### src/logic/acd_defines.svh
// constants for the command decoder and status block
// assumes inclusion by bare name, definitions only
`ifndef ACD_DEFINES_SVH
`define ACD_DEFINES_SVH
`define ACD_SEL_STATUS 4'h0
`define ACD_SEL_CONVERTER_CONTROL_ONE 4'h1
`define ACD_SEL_GPIO_DIRECTION_VALUE 4'h2
`define ACD_SEL_GAIN_AND_CAL_ENABLE 4'h3
`define ACD_SEL_DATA 4'h4
`define ACD_SEL_SOC 4'h5
`define ACD_SEL_SGC 4'h6
`define ACD_SEL_SELF_OFFSET_COEFF 4'h7
`define ACD_SEL_SELF_GAIN_COEFF 4'h8
`define ACD_RST_STATUS 8'h00
`define ACD_RST_CONVERTER_CONTROL_ONE 8'h02
`define ACD_RST_GPIO_DIRECTION_VALUE 8'h0f
`define ACD_RST_GAIN_AND_CAL_ENABLE 8'h1e
`define ACD_RST_WIDE 24'h00_0000
`define ACD_BIT_START 7
`define ACD_BIT_MODE 6
`define ACD_BIT_PWDN 3
`define ACD_BIT_RW 0
`define ACD_CAL_SELF 2'h1
`define ACD_CAL_SYSOFF 2'h2
`define ACD_CAL_SYSGAIN 2'h3
`define ACD_SGC_MAX 24'hff_ffff
`define ACD_WIDE_BITS 24
`define ACD_NARROW_BITS 8
`endif

### src/logic/acd_pkg.sv
// types shared by the command decoder and its serial shifter
// assumes nothing beyond a SystemVerilog compiler
package acd_pkg;
	typedef struct packed {
		logic start;
		logic mode;
		logic [1:0] cal;
		logic pwdn;
		logic [2:0] rate;
	} acd_cmd_s;
	typedef struct packed {
		logic cal_over;
		logic [2:0] rate;
		logic over;
		logic under;
		logic busy;
		logic ready;
	} acd_status_s;
	typedef enum logic [3:0] {
		ACD_IDLE = 4'b0001,
		ACD_CMD = 4'b0010,
		ACD_WR = 4'b0100,
		ACD_RD = 4'b1000
	} acd_state_e;
endpackage

### src/logic/acd_link.sv
// serial link front end: synchronises pins, finds clock edges
// assumes sys_clk much faster than the serial clock
`timescale 1ns/1ns
`default_nettype none
module acd_link
	import acd_pkg::*;
(
	input wire logic sys_clk,
	input wire logic rst,
	input wire logic sclk_pin,
	input wire logic cs_n_pin,
	input wire logic din_pin,
	output logic cs_n,
	output logic din,
	output logic rise,
	output logic fall
);
	logic [1:0] sclk_sync;
	logic [1:0] cs_sync;
	logic [1:0] din_sync;
	logic sclk_prev;
	// two stages each before any logic looks
	always_ff @(posedge sys_clk) begin
		if (rst) begin
			// serial clock idles high, so no false edge after reset
			sclk_sync <= 2'h3;
			cs_sync <= 2'h3;
			din_sync <= 2'h0;
			sclk_prev <= 1'b1;
		end else begin
			sclk_sync <= {sclk_sync[0], sclk_pin};
			cs_sync <= {cs_sync[0], cs_n_pin};
			din_sync <= {din_sync[0], din_pin};
			sclk_prev <= sclk_sync[1];
		end
	end
	assign cs_n = cs_sync[1];
	assign din = din_sync[1];
	assign rise = !cs_sync[1] && sclk_sync[1] && !sclk_prev; // [RULE19]
	assign fall = !cs_sync[1] && !sclk_sync[1] && sclk_prev; // [RULE19]
endmodule
`default_nettype wire

### src/logic/acd_core.sv
// command interpreter and register map for the converter
// assumes modulator results arrive as pulses on sys_clk
// Summary of operation
// RULE1 - mode bit zero makes the byte an action command
// RULE2 - mode bit one makes the byte a register read or write
// RULE3 - calibration field 01/10/11 starts self, offset, gain calibration
// RULE4 - power-down bit set with other fields zero powers down now
// RULE5 - all-zero cal and power-down starts conversion at chosen rate
// RULE6 - selects 0 to 8 address nine registers, 8 or 24 bits
// RULE7 - gain bits steer gain only on the gain-capable variant
// RULE8 - gain calibration overrange sets the calibration overrange flag
// RULE9 - status rate is the rate of held result or calibration
// RULE10 - result above maximum is clipped and sets overrange
// RULE11 - result below minimum is clipped and sets underrange
// RULE12 - busy flag is high while modulator converts or calibrates
// RULE13 - ready flag sets when a result lands in data register
// RULE14 - read before next start clears ready only at that start
// RULE15 - read during following conversion clears ready on completion
// RULE16 - status is read-only and resets to zero
// RULE17 - every command byte carries a set start bit in bit 7
// RULE18 - host places fields in the documented bit positions
// RULE19 - sample on rising clock, shift on falling, msb first
// RULE20 - data read shifts 24 result bits out msb first
// RULE21 - selects above eight and status writes are ignored
`timescale 1ns/1ns
`default_nettype none
`include "acd_defines.svh"
module acd_core
	import acd_pkg::*;
#(
	parameter bit HAS_GAIN = 1'b1,
	parameter int RES_BITS = 18
)
(
	input wire logic sys_clk,
	input wire logic rst,
	input wire logic sclk_pin,
	input wire logic cs_n_pin,
	input wire logic din_pin,
	output logic dout,
	output logic dout_oe,
	output logic start_conv,
	output logic start_cal,
	output logic [1:0] cal_kind,
	output logic [2:0] conv_rate,
	output logic powerdown,
	input wire logic mod_done,
	input wire logic [23:0] mod_result,
	input wire logic mod_over,
	input wire logic mod_under,
	input wire logic cal_done,
	input wire logic cal_gain_over,
	output logic [7:0] control_one,
	output logic [7:0] gpio_ctrl,
	output logic [2:0] gain_sel,
	output logic [3:0] coeff_disable
);
	logic cs_n;
	logic din;
	logic rise;
	logic fall;
	acd_state_e state;
	logic [7:0] shift_in;
	logic [4:0] bit_cnt;
	logic [23:0] shift_out;
	logic [3:0] sel;
	logic [7:0] conv_status_raw;
	acd_status_s conv_status;
	logic [7:0] gain_and_cal_enable;
	logic [23:0] conversion_result;
	logic [23:0] system_offset_coeff;
	logic [23:0] system_gain_coeff;
	logic [23:0] self_offset_coeff;
	logic [23:0] self_gain_coeff;
	logic [2:0] pend_rate;
	logic busy_cal;
	logic read_seen;
	logic data_read_done;
	logic byte_done;
	acd_cmd_s cmd;
	logic [4:0] width_sel;
	logic [23:0] read_val;
	logic [23:0] max_code;
	logic [7:0] next_byte;

	acd_link u_link (
		.sys_clk(sys_clk),
		.rst(rst),
		.sclk_pin(sclk_pin),
		.cs_n_pin(cs_n_pin),
		.din_pin(din_pin),
		.cs_n(cs_n),
		.din(din),
		.rise(rise),
		.fall(fall)
	);

	assign max_code = 24'((25'h1 << RES_BITS) - 25'h1);
	assign next_byte = {shift_in[6:0], din};
	assign byte_done = rise && bit_cnt == 5'd7;
	assign cmd = acd_cmd_s'(next_byte);
	assign width_sel = (sel < `ACD_SEL_DATA) ? 5'd8 : 5'd24; // [RULE6]
	assign conv_status_raw = conv_status;

	// read mux; narrow registers sit in the top byte for msb-first shift
	always_comb begin
		read_val = 24'h00_0000;
		if (next_byte[4:1] == `ACD_SEL_STATUS) begin
			read_val = {conv_status_raw, 16'h0000};
		end else if (next_byte[4:1] == `ACD_SEL_CONVERTER_CONTROL_ONE) begin
			read_val = {control_one, 16'h0000};
		end else if (next_byte[4:1] == `ACD_SEL_GPIO_DIRECTION_VALUE) begin
			read_val = {gpio_ctrl, 16'h0000};
		end else if (next_byte[4:1] == `ACD_SEL_GAIN_AND_CAL_ENABLE) begin
			read_val = {gain_and_cal_enable, 16'h0000};
		end else if (next_byte[4:1] == `ACD_SEL_DATA) begin
			read_val = conversion_result; // [RULE20]
		end else if (next_byte[4:1] == `ACD_SEL_SOC) begin
			read_val = system_offset_coeff;
		end else if (next_byte[4:1] == `ACD_SEL_SGC) begin
			read_val = system_gain_coeff;
		end else if (next_byte[4:1] == `ACD_SEL_SELF_OFFSET_COEFF) begin
			read_val = self_offset_coeff;
		end else if (next_byte[4:1] == `ACD_SEL_SELF_GAIN_COEFF) begin
			read_val = self_gain_coeff;
		end
	end

	// frame state; chip select high aborts whatever was in flight
	always_ff @(posedge sys_clk) begin
		if (rst || cs_n) begin
			state <= ACD_CMD;
			shift_in <= 8'h00;
			bit_cnt <= 5'd0;
			sel <= 4'h0;
		end else if (rise) begin
			shift_in <= next_byte; // [RULE19]
			case (state)
			ACD_CMD: begin
				if (bit_cnt == 5'd7) begin
					bit_cnt <= 5'd0;
					sel <= next_byte[4:1];
					if (!next_byte[`ACD_BIT_START] || !cmd.mode) begin
						state <= ACD_IDLE; // [RULE1] [RULE17]
					end else if (next_byte[4:1] > `ACD_SEL_SELF_GAIN_COEFF) begin
						state <= ACD_IDLE; // [RULE21]
					end else if (next_byte[`ACD_BIT_RW]) begin
						state <= ACD_RD; // [RULE2]
					end else begin
						state <= ACD_WR; // [RULE2]
					end
				end else begin
					bit_cnt <= bit_cnt + 5'd1;
				end
			end
			ACD_WR, ACD_RD: begin
				if (bit_cnt == width_sel - 5'd1) begin
					state <= ACD_IDLE;
				end
				bit_cnt <= bit_cnt + 5'd1;
			end
			default: begin
				state <= ACD_IDLE;
			end
			endcase
		end
	end

	// write data is gathered in a 24-bit shifter
	logic [23:0] wr_acc;
	logic [23:0] next_wr;
	assign next_wr = {wr_acc[22:0], din};
	always_ff @(posedge sys_clk) begin
		if (rst || cs_n || state != ACD_WR) begin
			wr_acc <= 24'h00_0000;
		end else if (rise) begin
			wr_acc <= next_wr;
		end
	end
	logic wr_last;
	assign wr_last = rise && state == ACD_WR && bit_cnt == width_sel - 5'd1;

	// writable registers; status and data writes fall through untouched
	always_ff @(posedge sys_clk) begin
		if (rst) begin
			control_one <= `ACD_RST_CONVERTER_CONTROL_ONE;
			gpio_ctrl <= `ACD_RST_GPIO_DIRECTION_VALUE;
			gain_and_cal_enable <= `ACD_RST_GAIN_AND_CAL_ENABLE;
			system_offset_coeff <= `ACD_RST_WIDE;
			self_offset_coeff <= `ACD_RST_WIDE;
			self_gain_coeff <= `ACD_RST_WIDE;
		end else if (wr_last) begin
			if (sel == `ACD_SEL_CONVERTER_CONTROL_ONE) begin
				control_one <= next_wr[7:0];
			end else if (sel == `ACD_SEL_GPIO_DIRECTION_VALUE) begin
				gpio_ctrl <= next_wr[7:0];
			end else if (sel == `ACD_SEL_GAIN_AND_CAL_ENABLE) begin
				gain_and_cal_enable <= next_wr[7:0];
			end else if (sel == `ACD_SEL_SOC) begin
				system_offset_coeff <= next_wr;
			end else if (sel == `ACD_SEL_SELF_OFFSET_COEFF) begin
				self_offset_coeff <= next_wr;
			end else if (sel == `ACD_SEL_SELF_GAIN_COEFF) begin
				self_gain_coeff <= next_wr;
			end
		end
	end

	// gain coefficient also saturates to full scale when calibration reports gain overrange
	always_ff @(posedge sys_clk) begin
		if (rst) begin
			system_gain_coeff <= `ACD_RST_WIDE;
		end else if (wr_last && sel == `ACD_SEL_SGC) begin
			system_gain_coeff <= next_wr;
		end else if (cal_done && cal_gain_over) begin
			system_gain_coeff <= `ACD_SGC_MAX; // [RULE8]
		end
	end

	assign gain_sel = HAS_GAIN ? gain_and_cal_enable[7:5] : 3'h0; // [RULE7]
	assign coeff_disable = gain_and_cal_enable[4:1];

	// output shifter: load at command end, change on falling edges
	always_ff @(posedge sys_clk) begin
		if (rst || cs_n) begin
			shift_out <= 24'h00_0000;
		end else if (byte_done && state == ACD_CMD) begin
			shift_out <= read_val;
		end else if (fall && state == ACD_RD && bit_cnt != 5'd0) begin
			shift_out <= {shift_out[22:0], 1'b0}; // [RULE19]
		end
	end
	// between frames the pin shows not-ready while selected
	assign dout = (state == ACD_RD) ? shift_out[23] : !conv_status.ready;
	assign dout_oe = !cs_n;

	// action command decode
	always_ff @(posedge sys_clk) begin
		if (rst) begin
			start_conv <= 1'b0;
			start_cal <= 1'b0;
			cal_kind <= 2'h0;
			conv_rate <= 3'h0;
			powerdown <= 1'b0;
		end else begin
			start_conv <= 1'b0;
			start_cal <= 1'b0;
			if (byte_done && state == ACD_CMD && cmd.start && !cmd.mode) begin
				if (cmd.cal != 2'h0 && !cmd.pwdn && cmd.rate == 3'h0) begin
					start_cal <= 1'b1; // [RULE3]
					cal_kind <= cmd.cal;
					powerdown <= 1'b0;
				end else if (cmd.pwdn && cmd.cal == 2'h0 && cmd.rate == 3'h0) begin
					powerdown <= 1'b1; // [RULE4]
				end else if (cmd.cal == 2'h0 && !cmd.pwdn) begin
					start_conv <= 1'b1; // [RULE5]
					conv_rate <= cmd.rate;
					powerdown <= 1'b0;
				end
			end
		end
	end

	logic wr_rd_done;
	assign wr_rd_done = rise && state == ACD_RD && sel == `ACD_SEL_DATA
		&& bit_cnt == 5'd23;
	assign data_read_done = wr_rd_done;

	// status flags; a new result wins over a clearing read
	always_ff @(posedge sys_clk) begin
		if (rst) begin
			conv_status <= acd_status_s'(`ACD_RST_STATUS); // [RULE16]
			conversion_result <= `ACD_RST_WIDE;
			pend_rate <= 3'h0;
			busy_cal <= 1'b0;
			read_seen <= 1'b0;
		end else begin
			if (start_conv) begin
				pend_rate <= conv_rate;
				if (read_seen) begin
					conv_status.ready <= 1'b0; // [RULE14]
				end
				read_seen <= 1'b0;
			end
			if (powerdown) begin
				conv_status.busy <= 1'b0;
			end
			if (data_read_done) begin
				if (conv_status.busy && !busy_cal) begin
					conv_status.ready <= 1'b0; // [RULE15]
				end else begin
					read_seen <= 1'b1; // [RULE14]
				end
			end
			if (cal_done) begin
				busy_cal <= 1'b0;
				conv_status.busy <= 1'b0; // [RULE12]
				conv_status.rate <= 3'h0; // [RULE9]
				if (cal_kind == `ACD_CAL_SYSGAIN) begin
					conv_status.cal_over <= cal_gain_over; // [RULE8]
				end
			end
			if (mod_done) begin
				conv_status.ready <= 1'b1; // [RULE13]
				conv_status.rate <= pend_rate; // [RULE9]
				conv_status.busy <= !control_one[1];
				conv_status.over <= mod_over; // [RULE10]
				conv_status.under <= mod_under; // [RULE11]
				read_seen <= 1'b0;
				if (mod_over) begin
					conversion_result <= max_code; // [RULE10]
				end else if (mod_under) begin
					conversion_result <= 24'h00_0000; // [RULE11]
				end else begin
					conversion_result <= mod_result;
				end
			end
			// a start beside a completion keeps the modulator busy
			if (start_conv || start_cal) begin
				conv_status.busy <= 1'b1; // [RULE12]
			end
			if (start_cal) begin
				busy_cal <= 1'b1;
			end
		end
	end

	chk_ready_on_result: assert property (@(posedge sys_clk) disable iff (rst)
		mod_done |=> conv_status.ready) // [RULE13]
		else $error("ready not set after result");
	chk_over_clip: assert property (@(posedge sys_clk) disable iff (rst)
		mod_done && mod_over |=> conversion_result == max_code
		&& conv_status.over) // [RULE10]
		else $error("overrange result not clipped");
	chk_under_clip: assert property (@(posedge sys_clk) disable iff (rst)
		mod_done && mod_under && !mod_over |=> conversion_result == 24'h0
		&& conv_status.under) // [RULE11]
		else $error("underrange result not clipped");
	chk_busy_on_start: assert property (@(posedge sys_clk) disable iff (rst)
		(start_conv || start_cal) && !powerdown
		|=> conv_status.busy) // [RULE12]
		else $error("busy not raised at start");
	chk_rate_follows: assert property (@(posedge sys_clk) disable iff (rst)
		mod_done && !cal_done |=> conv_status.rate == $past(pend_rate)) // [RULE9]
		else $error("status rate not from held result");
	chk_sgc_saturate: assert property (@(posedge sys_clk) disable iff (rst)
		cal_done && cal_gain_over && !wr_last
		|=> system_gain_coeff == `ACD_SGC_MAX) // [RULE8]
		else $error("gain coefficient not saturated");
	chk_gain_variant: assert property (@(posedge sys_clk) disable iff (rst)
		!HAS_GAIN |-> gain_sel == 3'h0) // [RULE7]
		else $error("gain bits used on plain variant");
	chk_status_ro: assert property (@(posedge sys_clk) disable iff (rst)
		wr_last && sel == `ACD_SEL_STATUS && !mod_done && !cal_done
		&& !start_conv && !start_cal && !data_read_done
		|=> $stable(conv_status)) // [RULE21]
		else $error("status changed by a write");
	chk_read_clear: assert property (@(posedge sys_clk) disable iff (rst)
		data_read_done && conv_status.busy && !busy_cal && !mod_done
		|=> !conv_status.ready) // [RULE15]
		else $error("ready not cleared after read");
endmodule
`default_nettype wire

### config.mk
export PLATFORM = sky130hd
export DESIGN_NAME = acd_core
export DESIGN_NICKNAME = d
export VERILOG_FILES = /design/src/logic/acd_pkg.sv /design/src/logic/acd_link.sv /design/src/logic/acd_core.sv
export VERILOG_INCLUDE_DIRS = /design/src /design/src/logic
export SDC_FILE = /design/constraint.sdc
export NUM_CORES = 1
export LEC_CHECK = 0
export BUFFER_PORTS_ARGS = -buffer_cell sky130_fd_sc_hd__buf_2
export CAP_MARGIN = 20
export CORE_MARGIN = 2
export CORE_UTILIZATION = 50
export CTS_CLUSTER_DIAMETER = 30
export DETAILED_ROUTE_END_ITERATION = 6
export PLACE_DENSITY_LB_ADDON = 0.1
export SYNTH_ARGS = -nofsm -noshare
export SYNTH_HDL_FRONTEND = slang
export SYNTH_SLANG_ARGS = --single-unit
export TNS_END_PERCENT = 20
### constraint.sdc
create_clock -name sys_clk -period 5 [get_ports sys_clk]
set_clock_uncertainty 0.1 [all_clocks]
set_input_delay 0.25 -clock sys_clk [delete_from_list [all_inputs] [get_ports sys_clk]]
set_output_delay 0.25 -clock sys_clk [all_outputs]
set_load 0.05 [all_outputs]
==> flow_summary.json, run 1 <==
{
  "status": "finished, final reports clean",
  "crit_start": "u_link.sclk_sync[1]",
  "wl_met2_um": 13750,
  "crit_chain": "or3b_1, or4_4, nor3_4, a22oi_1, a21oi_1",
  "synth_edf_count": 0,
  "async_flop_share_pct": 0,
  "clock_latency_ns": 0.55,
  "start_util_pct": 51.13,
  "crit_slowest_cell": "or4_4",
  "tns_ns": 0,
  "viasPerCell": 5.784,
  "grt_pass1_vias": 8575,
  "clk_pin_slew_ns": 0.05,
  "tightest_slew_ns": 1.117,
  "startpoint_type": "register",
  "slew_violations": 0,
  "synth_area_per_cell_um2": 8.364,
  "p_leak_nw": 5.127,
  "final_cell_mix": "dfxtp_1, nor2_1, nand2_1",
  "syn-num-nets": 1277,
  "clock_sink_count": 239,
  "grt-ovfl-total": 0,
  "worst_setup_path_end_kind": "register",
  "wirelength_um": 30830,
  "synth_top_area_share_pct": 46.09,
  "cts_root_buffer": "clkbuf_16",
  "p_seq_share_pct": 36.1,
  "dieArea_um2": 21930,
  "cts_resized": 0,
  "place_hpwl_um": 18870,
  "synthTopCellsByArea": "dfxtp_1, mux2i_1, a21oi_1, nor2_1, nand2_1",
  "finalCriticalPeriod_ns": 3.286,
  "vias": 9214,
  "ys.flop_type": "dfxtp_1",
  "rr_endpoint": "shift_out[5]",
  "synthesis.area_um2": 10380,
  "gp_congestion": 0.8353,
  "yosys_warnings": 0,
  "coreArea_um2": 20300,
  "cts_buffer_depth": 3,
  "combPwrFrac_pct": 2.4,
  "dr_wl_met3_um": 2113,
  "postRouteAntennaNets": 0,
  "syn_to_final_growth_pct": 22.01,
  "dp.cells": 1475,
  "clkPwrFrac_pct": 61.5,
  "cts_buffers": 51,
  "cap_viol_max_count": 0,
  "powerDensity_nw_per_um2": 429.6,
  "cp_max_fo": 31,
  "maxUsedRoutingLayer": "met4",
  "grt_pass1_wl_um": 48240,
  "numPortBuffers": 66,
  "seq_area_frac_synth_pct": 46.09,
  "rsz0062_at_grt": "no",
  "drive_above_1_share_pct": 14.59,
  "setup_violations": 0,
  "gr-usage-all-layers_pct": 27.68,
  "cp.depth": 5,
  "synth.distinct_cells": 67,
  "diodes": 0,
  "synthCells": 1241,
  "timing.fmax_mhz": 304.3,
  "crit_type": "register to register",
  "wl_per_cell_um": 19.35,
  "fin_crit_sh_pct": 65.72,
  "grt_max_degree": 68,
  "first_pass_iters": 5,
  "m1WireLength_um": 14340,
  "final_util_pct": 62.39,
  "hp-class": "primary input to register",
  "drcViolationCount": 0,
  "r2r_setup_slack_ns": 1.71,
  "worstReg2RegStart": "u_link.sclk_sync[1]",
  "swShare_pct": 21.40,
  "crit_family": "simple AND/OR/NAND/NOR gates",
  "crit_arrival_ns": 3.65,
  "p_int_mw": 4.276,
  "io_pins": 67,
  "cp-endpoint": "shift_out[5]",
  "final_nets": 1321,
  "worstPathRequired_ns": 5.36,
  "h-tree-depth": 2,
  "cpPeakStageDelay_ns": 0.89,
  "fp.dieW_um": 148.1,
  "worst-path-buf-inv": 0,
  "rows": 52,
  "cts_tree": "done",
  "drt_iter0_drc": 638,
  "antenna_found_initial": 0,
  "fin_cells": 1593,
  "p_switching_mw": 1.164,
  "yosysTopAreaCell": "dfxtp_1",
  "fp.dieH_um": 148.1,
  "hold_violations": 0,
  "maxSlewHeadroom_pct": 25.52,
  "ys_ff_latch": 239,
  "r2r_cells": 5,
  "peakVddDrop_mv": 0.2608,
  "layout_commonest_cell": "dfxtp_1"
}
==> flip-flops by register name, summed over array words and instances, names as in the netlist, 23 cells and up <==
register / flops
wr_acc: 23
self_offset_coeff: 24
self_gain_coeff: 24
shift_out: 24
system_gain_coeff: 24
system_offset_coeff: 24
conversion_result: 24
==> synth_stat cells, drive strengths merged, types with 4 or more instances <==
cell type and number:
dfxtp 239, nor2 164, nand2 138, a21oi 124, mux2i 94, clkbuf 89, nor3 66, o21ai 46
a22oi 42, o22ai 39, buf 29, nor2b 25, nand3 18, inv 13, and3 8, nand2b 7
or2 6, nand4b 5, nor4 5, o2111ai 5, a211oi 4, mux2 4, nand4 4, o21a 4
or3 4, xor2 4
==> worst reg2reg max path, cell delays in order, from the launching register on <==
cell and delay, ns:
dfxtp_1 0.39, or3b_1 0.82, or4_4 0.89, nor3_4 0.61, a22oi_1 0.19, a21oi_1 0.21
==> metal layers <==
metal	vias up	GRT usage [%]
met5	-	0
met2	298	42.20
met1	4411	39.34
met3	43	6.043
li1	4462	-
met4	0	8.524
==> what timing repair did <==
| item | 4_1_cts | 5_1_grt |
|---|---|---|
| setup endpoints to repair | 0 | 0 |
| hold endpoints to repair | 26 | 0 |
| setup buffers | 0 | 0 |
| hold buffers | 26 | 0 |
==> cell families after synthesis <==
group / share of synthesized area, %
buffers and inverters: 5.436
adder cells (fa/ha/maj): 0.2410
XOR/XNOR: 0.5063
AO/OA/AOI/OAI: 17.00
AND/OR/NAND/NOR: 21.23
flip-flops: 46.09
multiplexers: 9.498
==> power by group through the flow <==
stage	clock (mW)	sequential, mW	combinational [mW]
floorplan	0	1.99	0.0824
detailed placement	0	2.00	0.113
finish	3.35	1.96	0.130
global placement	0	2.00	0.112
CTS	3.37	1.96	0.129
global route	3.49	1.96	0.143
==> final cells by class <==
type | instances | area (um2)
flip-flops and latches | 239 | 4787
inverters | 14 | 52.55
repair buffers | 109 | 728.2
fillers | 1796 | 7635
clock buffers | 61 | 1354
well taps | 270 | 337.8
clock inverters | 30 | 364.1
multi-input cells | 870 | 5041
==> through the flow <==
step / hold WS [ns] / cell area, um2 / setup slack, ns / power [mW]
6_report: 0.01450 / 12660 / 1.714 / 5.440
4_1_cts: 0.004967 / 12650 / 1.778 / 5.465
2_1_floorplan: 0.2538 / 10380 / 2.678 / 2.070
5_1_grt: 0.03021 / 12660 / 1.591 / 5.595
3_3_place_gp: 0.3235 / 10670 / 1.903 / 2.108
3_5_place_dp: 0.3063 / 10670 / 1.812 / 2.110
==> how the worst min path moves through the flow <==
| stage | slack [ns] | start | cells after the start | end |
|---|---|---|---|---|
| after floorplan | 0.25 | cs_n_pin | 1 | u_link.cs_sync[0] |
| after global placement | 0.32 | u_link.sclk_sync[0] | 1 | u_link.sclk_sync[1] |
| after detailed placement | 0.31 | u_link.sclk_sync[0] | 1 | u_link.sclk_sync[1] |
| after CTS | 0.005 | mod_result[1] | 4 | conversion_result[1] |
| after global routing | 0.03 | mod_result[1] | 4 | conversion_result[1] |
| final | 0.01 | mod_result[10] | 4 | conversion_result[10] |
Power figures use the tool's default switching activity.
==> run 2: changes to the inputs <==
Clock period 5 ns to 3.05 ns, I/O delays scaled along.
==> flow_summary.json, run 2 (same netlist as run 1, synthesis figures left out) <==
{
  "io_pins": 67,
  "clk_pin_slew_ns": 0.05,
  "r2r_cells": 6,
  "combPwrFrac_pct": 2.5,
  "layout_commonest_cell": "dfxtp_1",
  "finalCriticalPeriod_ns": 2.636,
  "clock_latency_ns": 0.53,
  "rsz0062_at_grt": "no",
  "swShare_pct": 20.06,
  "final_nets": 1343,
  "coreArea_um2": 20300,
  "crit_type": "register to register",
  "diodes": 0,
  "grt_pass1_wl_um": 49200,
  "maxSlewHeadroom_pct": 46.58,
  "drt_iter0_drc": 793,
  "rows": 52,
  "whs_path_depth": 2,
  "fin_crit_sh_pct": 86.42,
  "wl_per_cell_um": 19.37,
  "vias": 9352,
  "cts_root_buffer": "clkbuf_16",
  "p_seq_share_pct": 35.2,
  "gp_congestion": 0.8701,
  "cap_viol_max_count": 0,
  "tightest_slew_ns": 0.8013,
  "dieArea_um2": 21930,
  "wirelength_um": 31260,
  "antenna_found_initial": 0,
  "p_int_mw": 7.298,
  "nFillCells": 1783,
  "timing.fmax_mhz": 379.4,
  "tns_ns": 0,
  "grt-ovfl-total": 0,
  "numPortBuffers": 66,
  "gr-usage-all-layers_pct": 28.11,
  "worst_setup_path_end_kind": "register",
  "p_leak_nw": 5.249,
  "h-tree-depth": 2,
  "drive_above_1_share_pct": 15.33,
  "grt_pass1_vias": 8705,
  "hold_violations": 0,
  "cts_tree": "done",
  "syn_to_final_growth_pct": 24.81,
  "cts_buffer_depth": 3,
  "place_hpwl_um": 18930,
  "powerDensity_nw_per_um2": 704.7,
  "crit_arrival_ns": 2.98,
  "fp.dieH_um": 148.1,
  "postRouteAntennaNets": 0,
  "clkPwrFrac_pct": 62.3,
  "hp-class": "primary input to register",
  "final_cell_mix": "dfxtp_1, nor2_1, nand2_1",
  "slew_violations": 0,
  "viasPerCell": 5.794,
  "peakVddDrop_mv": 0.5032,
  "cp_max_fo": 26,
  "hold_ws_ns": 0.01065,
  "cts_resized": 0,
  "first_pass_iters": 6,
  "setup_violations": 0,
  "grt_max_degree": 78,
  "cts_buffers": 49,
  "startpoint_type": "register",
  "total_power_mw": 9.130,
  "final_cell_area_um2": 12950,
  "worstPathRequired_ns": 3.39,
  "dpl-instance-area_um2": 10790,
  "start_util_pct": 51.13,
  "fp.dieW_um": 148.1,
  "status": "finished, final reports clean",
  "clock_sink_count": 239,
  "p_switching_mw": 1.831,
  "drcViolationCount": 0
}
run 2: through the flow:
stage | std cells | setup WS [ns] | utilization, %
detailed placement | 1488 | 0.4655 | 53.17
floorplan | 1241 | 0.7284 | -
CTS | 1614 | 0.4466 | 63.82
global route | 1614 | 0.2705 | 63.82
finish | 1614 | 0.4143 | 63.82
global placement | 1488 | 0.5370 | 53.17
run 2: cell type report:
class	instances	area [um2]	area share (%)
well taps	270	337.8	2.608
clock inverters	26	395.4	3.052
multi-input cells	870	5041	38.91
repair buffers	133	955.9	7.379
inverters	14	52.55	0.4056
flip-flops and latches	239	4787	36.95
clock buffers	62	1385	10.69
run 2: worst paths after layout:
check	start	endpoint	slack, ns
worst min-delay path	rst	conversion_result[3]	0.01
worst max-delay path	u_link.cs_sync[1]	shift_out[2]	0.41
worst max register to register	u_link.cs_sync[1]	shift_out[2]	0.41
worst min register to register	u_link.sclk_sync[0]	u_link.sclk_sync[1]	0.32
run 2: timing repair:
item                      CTS  global route
hold endpoints to repair   32             0
setup buffers               0             0
hold buffers               38             0
run 2: critical path: stages, from the launching register on:
cell     delay, ns
dfxtp_1       0.36
or3b_1        0.42
buf_4         0.26
nor4_4        0.49
and3_1        0.60
a22oi_1       0.13
a21oi_1       0.20
run 2: power by group through the flow:
stage | sequential (mW) | clock, mW | combinational (mW)
5_1_grt | 3.22 | 5.94 | 0.247
3_5_place_dp | 3.27 | 0 | 0.189
3_3_place_gp | 3.27 | 0 | 0.186
2_1_floorplan | 3.26 | 0 | 0.135
4_1_cts | 3.21 | 5.74 | 0.224
6_report | 3.22 | 5.69 | 0.227
run 2: layer usage:
| layer | up-vias | wire (um) | global-route usage, % |
|---|---|---|---|
| met2 | 319 | 13930 | 42.89 |
| met5 | - | 0 | 0 |
| met4 | 0 | 771 | 9.238 |
| met1 | 4481 | 14510 | 40.36 |
| met3 | 54 | 2048 | 5.092 |
| li1 | 4498 | - | - |
==> run 3: changes to the inputs <==
Clock period 3.05 ns to 2.7 ns, I/O delays scaled along.
==> flow_summary.json, run 3 (same netlist as run 1, synthesis figures left out) <==
{
  "status": "finished, final reports clean",
  "r2r_cells": 6,
  "syn_to_final_growth_pct": 25.52,
  "clk_pin_slew_ns": 0.05,
  "timing.fmax_mhz": 405.2,
  "start_util_pct": 51.13,
  "seq_area_um2": 4787,
  "dpl-instance-area_um2": 10940,
  "place_hpwl_um": 19480,
  "cts_root_buffer": "clkbuf_16",
  "cp_max_fo": 26,
  "dpl_worst_slack_ns": 0.2673,
  "hp-class": "primary input to register",
  "wirelength_um": 31350,
  "peakVddDrop_mv": 0.6117,
  "total_power_mw": 9.934,
  "wl_per_cell_um": 19.19,
  "diodes": 0,
  "layout_commonest_cell": "dfxtp_1",
  "worst_setup_path_end_kind": "register",
  "fp.dieH_um": 148.1,
  "dieArea_um2": 21930,
  "whs_path_depth": 3,
  "cts_resized": 0,
  "numPortBuffers": 66,
  "startpoint_type": "register",
  "cts_buffers": 50,
  "p_leak_nw": 5.284,
  "holdBufCountCts": 39,
  "cap_viol_max_count": 0,
  "multi_input_area_um2": 5041,
  "coreArea_um2": 20300,
  "worstPathRequired_ns": 3.06,
  "gr-usage-all-layers_pct": 28.28,
  "cts_tree": "done",
  "first_pass_iters": 5,
  "gp_congestion": 0.8365,
  "fp.dieW_um": 148.1,
  "worst_slack_ns": 0.2323,
  "post_cts_buffers": 0,
  "clock_sink_count": 239,
  "final_cell_area_um2": 13030,
  "nFillCells": 1759,
  "drt_iter0_drc": 691,
  "rows": 52,
  "postRouteAntennaNets": 0,
  "hold_violations": 0,
  "maxSlewHeadroom_pct": 47.59,
  "h-tree-depth": 2,
  "setup_violations": 0,
  "finalCriticalPeriod_ns": 2.468,
  "drive_above_1_share_pct": 16.06,
  "tightest_slew_ns": 0.7861,
  "viasPerCell": 5.736,
  "grt-ovfl-total": 0,
  "final_cell_mix": "dfxtp_1, nor2_1, nand2_1",
  "cts_buffer_depth": 3,
  "antenna_found_initial": 0,
  "final_nets": 1361,
  "tns_ns": 0,
  "vias": 9373,
  "grt_pass1_wl_um": 48980,
  "grt_max_degree": 175,
  "rsz0062_at_grt": "no",
  "drcViolationCount": 0,
  "clock_latency_ns": 0.53,
  "crit_arrival_ns": 2.83,
  "slew_violations": 0,
  "io_pins": 67,
  "grt_pass1_vias": 8812,
  "powerDensity_nw_per_um2": 762.5,
  "fin_crit_sh_pct": 91.40,
  "crit_type": "register to register"
}
## run 3: through the flow
stage | instances | hold slack (ns) | utilization, %
5_1_grt | 1634 | 0.1147 | 64.18
2_1_floorplan | 1241 | 0.1388 | -
3_5_place_dp | 1504 | 0.2216 | 53.89
4_1_cts | 1634 | 0.006672 | 64.18
3_3_place_gp | 1504 | 0.2206 | 53.89
6_report | 1634 | 0.04164 | 64.18
## run 3: where the power goes
group	switching (mW)	internal, mW
Clock	1.95	4.10
Combinational	0.144	0.114
Sequential	0.0386	3.59
## run 3: cell type report
| type | count | share of cell area (%) |
|---|---|---|
| Tap cell | 270 | 2.593 |
| Sequential cell | 239 | 36.74 |
| Clock inverter | 21 | 1.681 |
| Timing Repair Buffer | 150 | 8.528 |
| Clock buffer | 70 | 11.36 |
| Inverter | 14 | 0.4033 |
| Multi-Input combinational cell | 870 | 38.69 |
## run 3: worst max-delay path: stages (launching register included)
cell     delay, ns
dfxtp_1       0.38
or4b_4        0.59
or4_4         0.51
buf_4         0.25
nand2_2       0.28
o21ai_0       0.14
a21oi_1       0.13
## run 3: worst paths after layout
check	slack (ns)	endpoint	from
setup / recovery	0.23	shift_out[6]	state[2]
setup reg to reg	0.23	shift_out[6]	state[2]
hold / removal	0.04	conv_status[2]	mod_under
hold reg to reg	0.32	u_link.cs_sync[1]	u_link.cs_sync[0]
## run 3: layer usage
layer | track usage, % | share of wire, %
met1 | 38.99 | 45
met2 | 44.88 | 46
met3 | 5.460 | 6.2
met4 | 9.286 | 2.6
met5 | 0 | 0
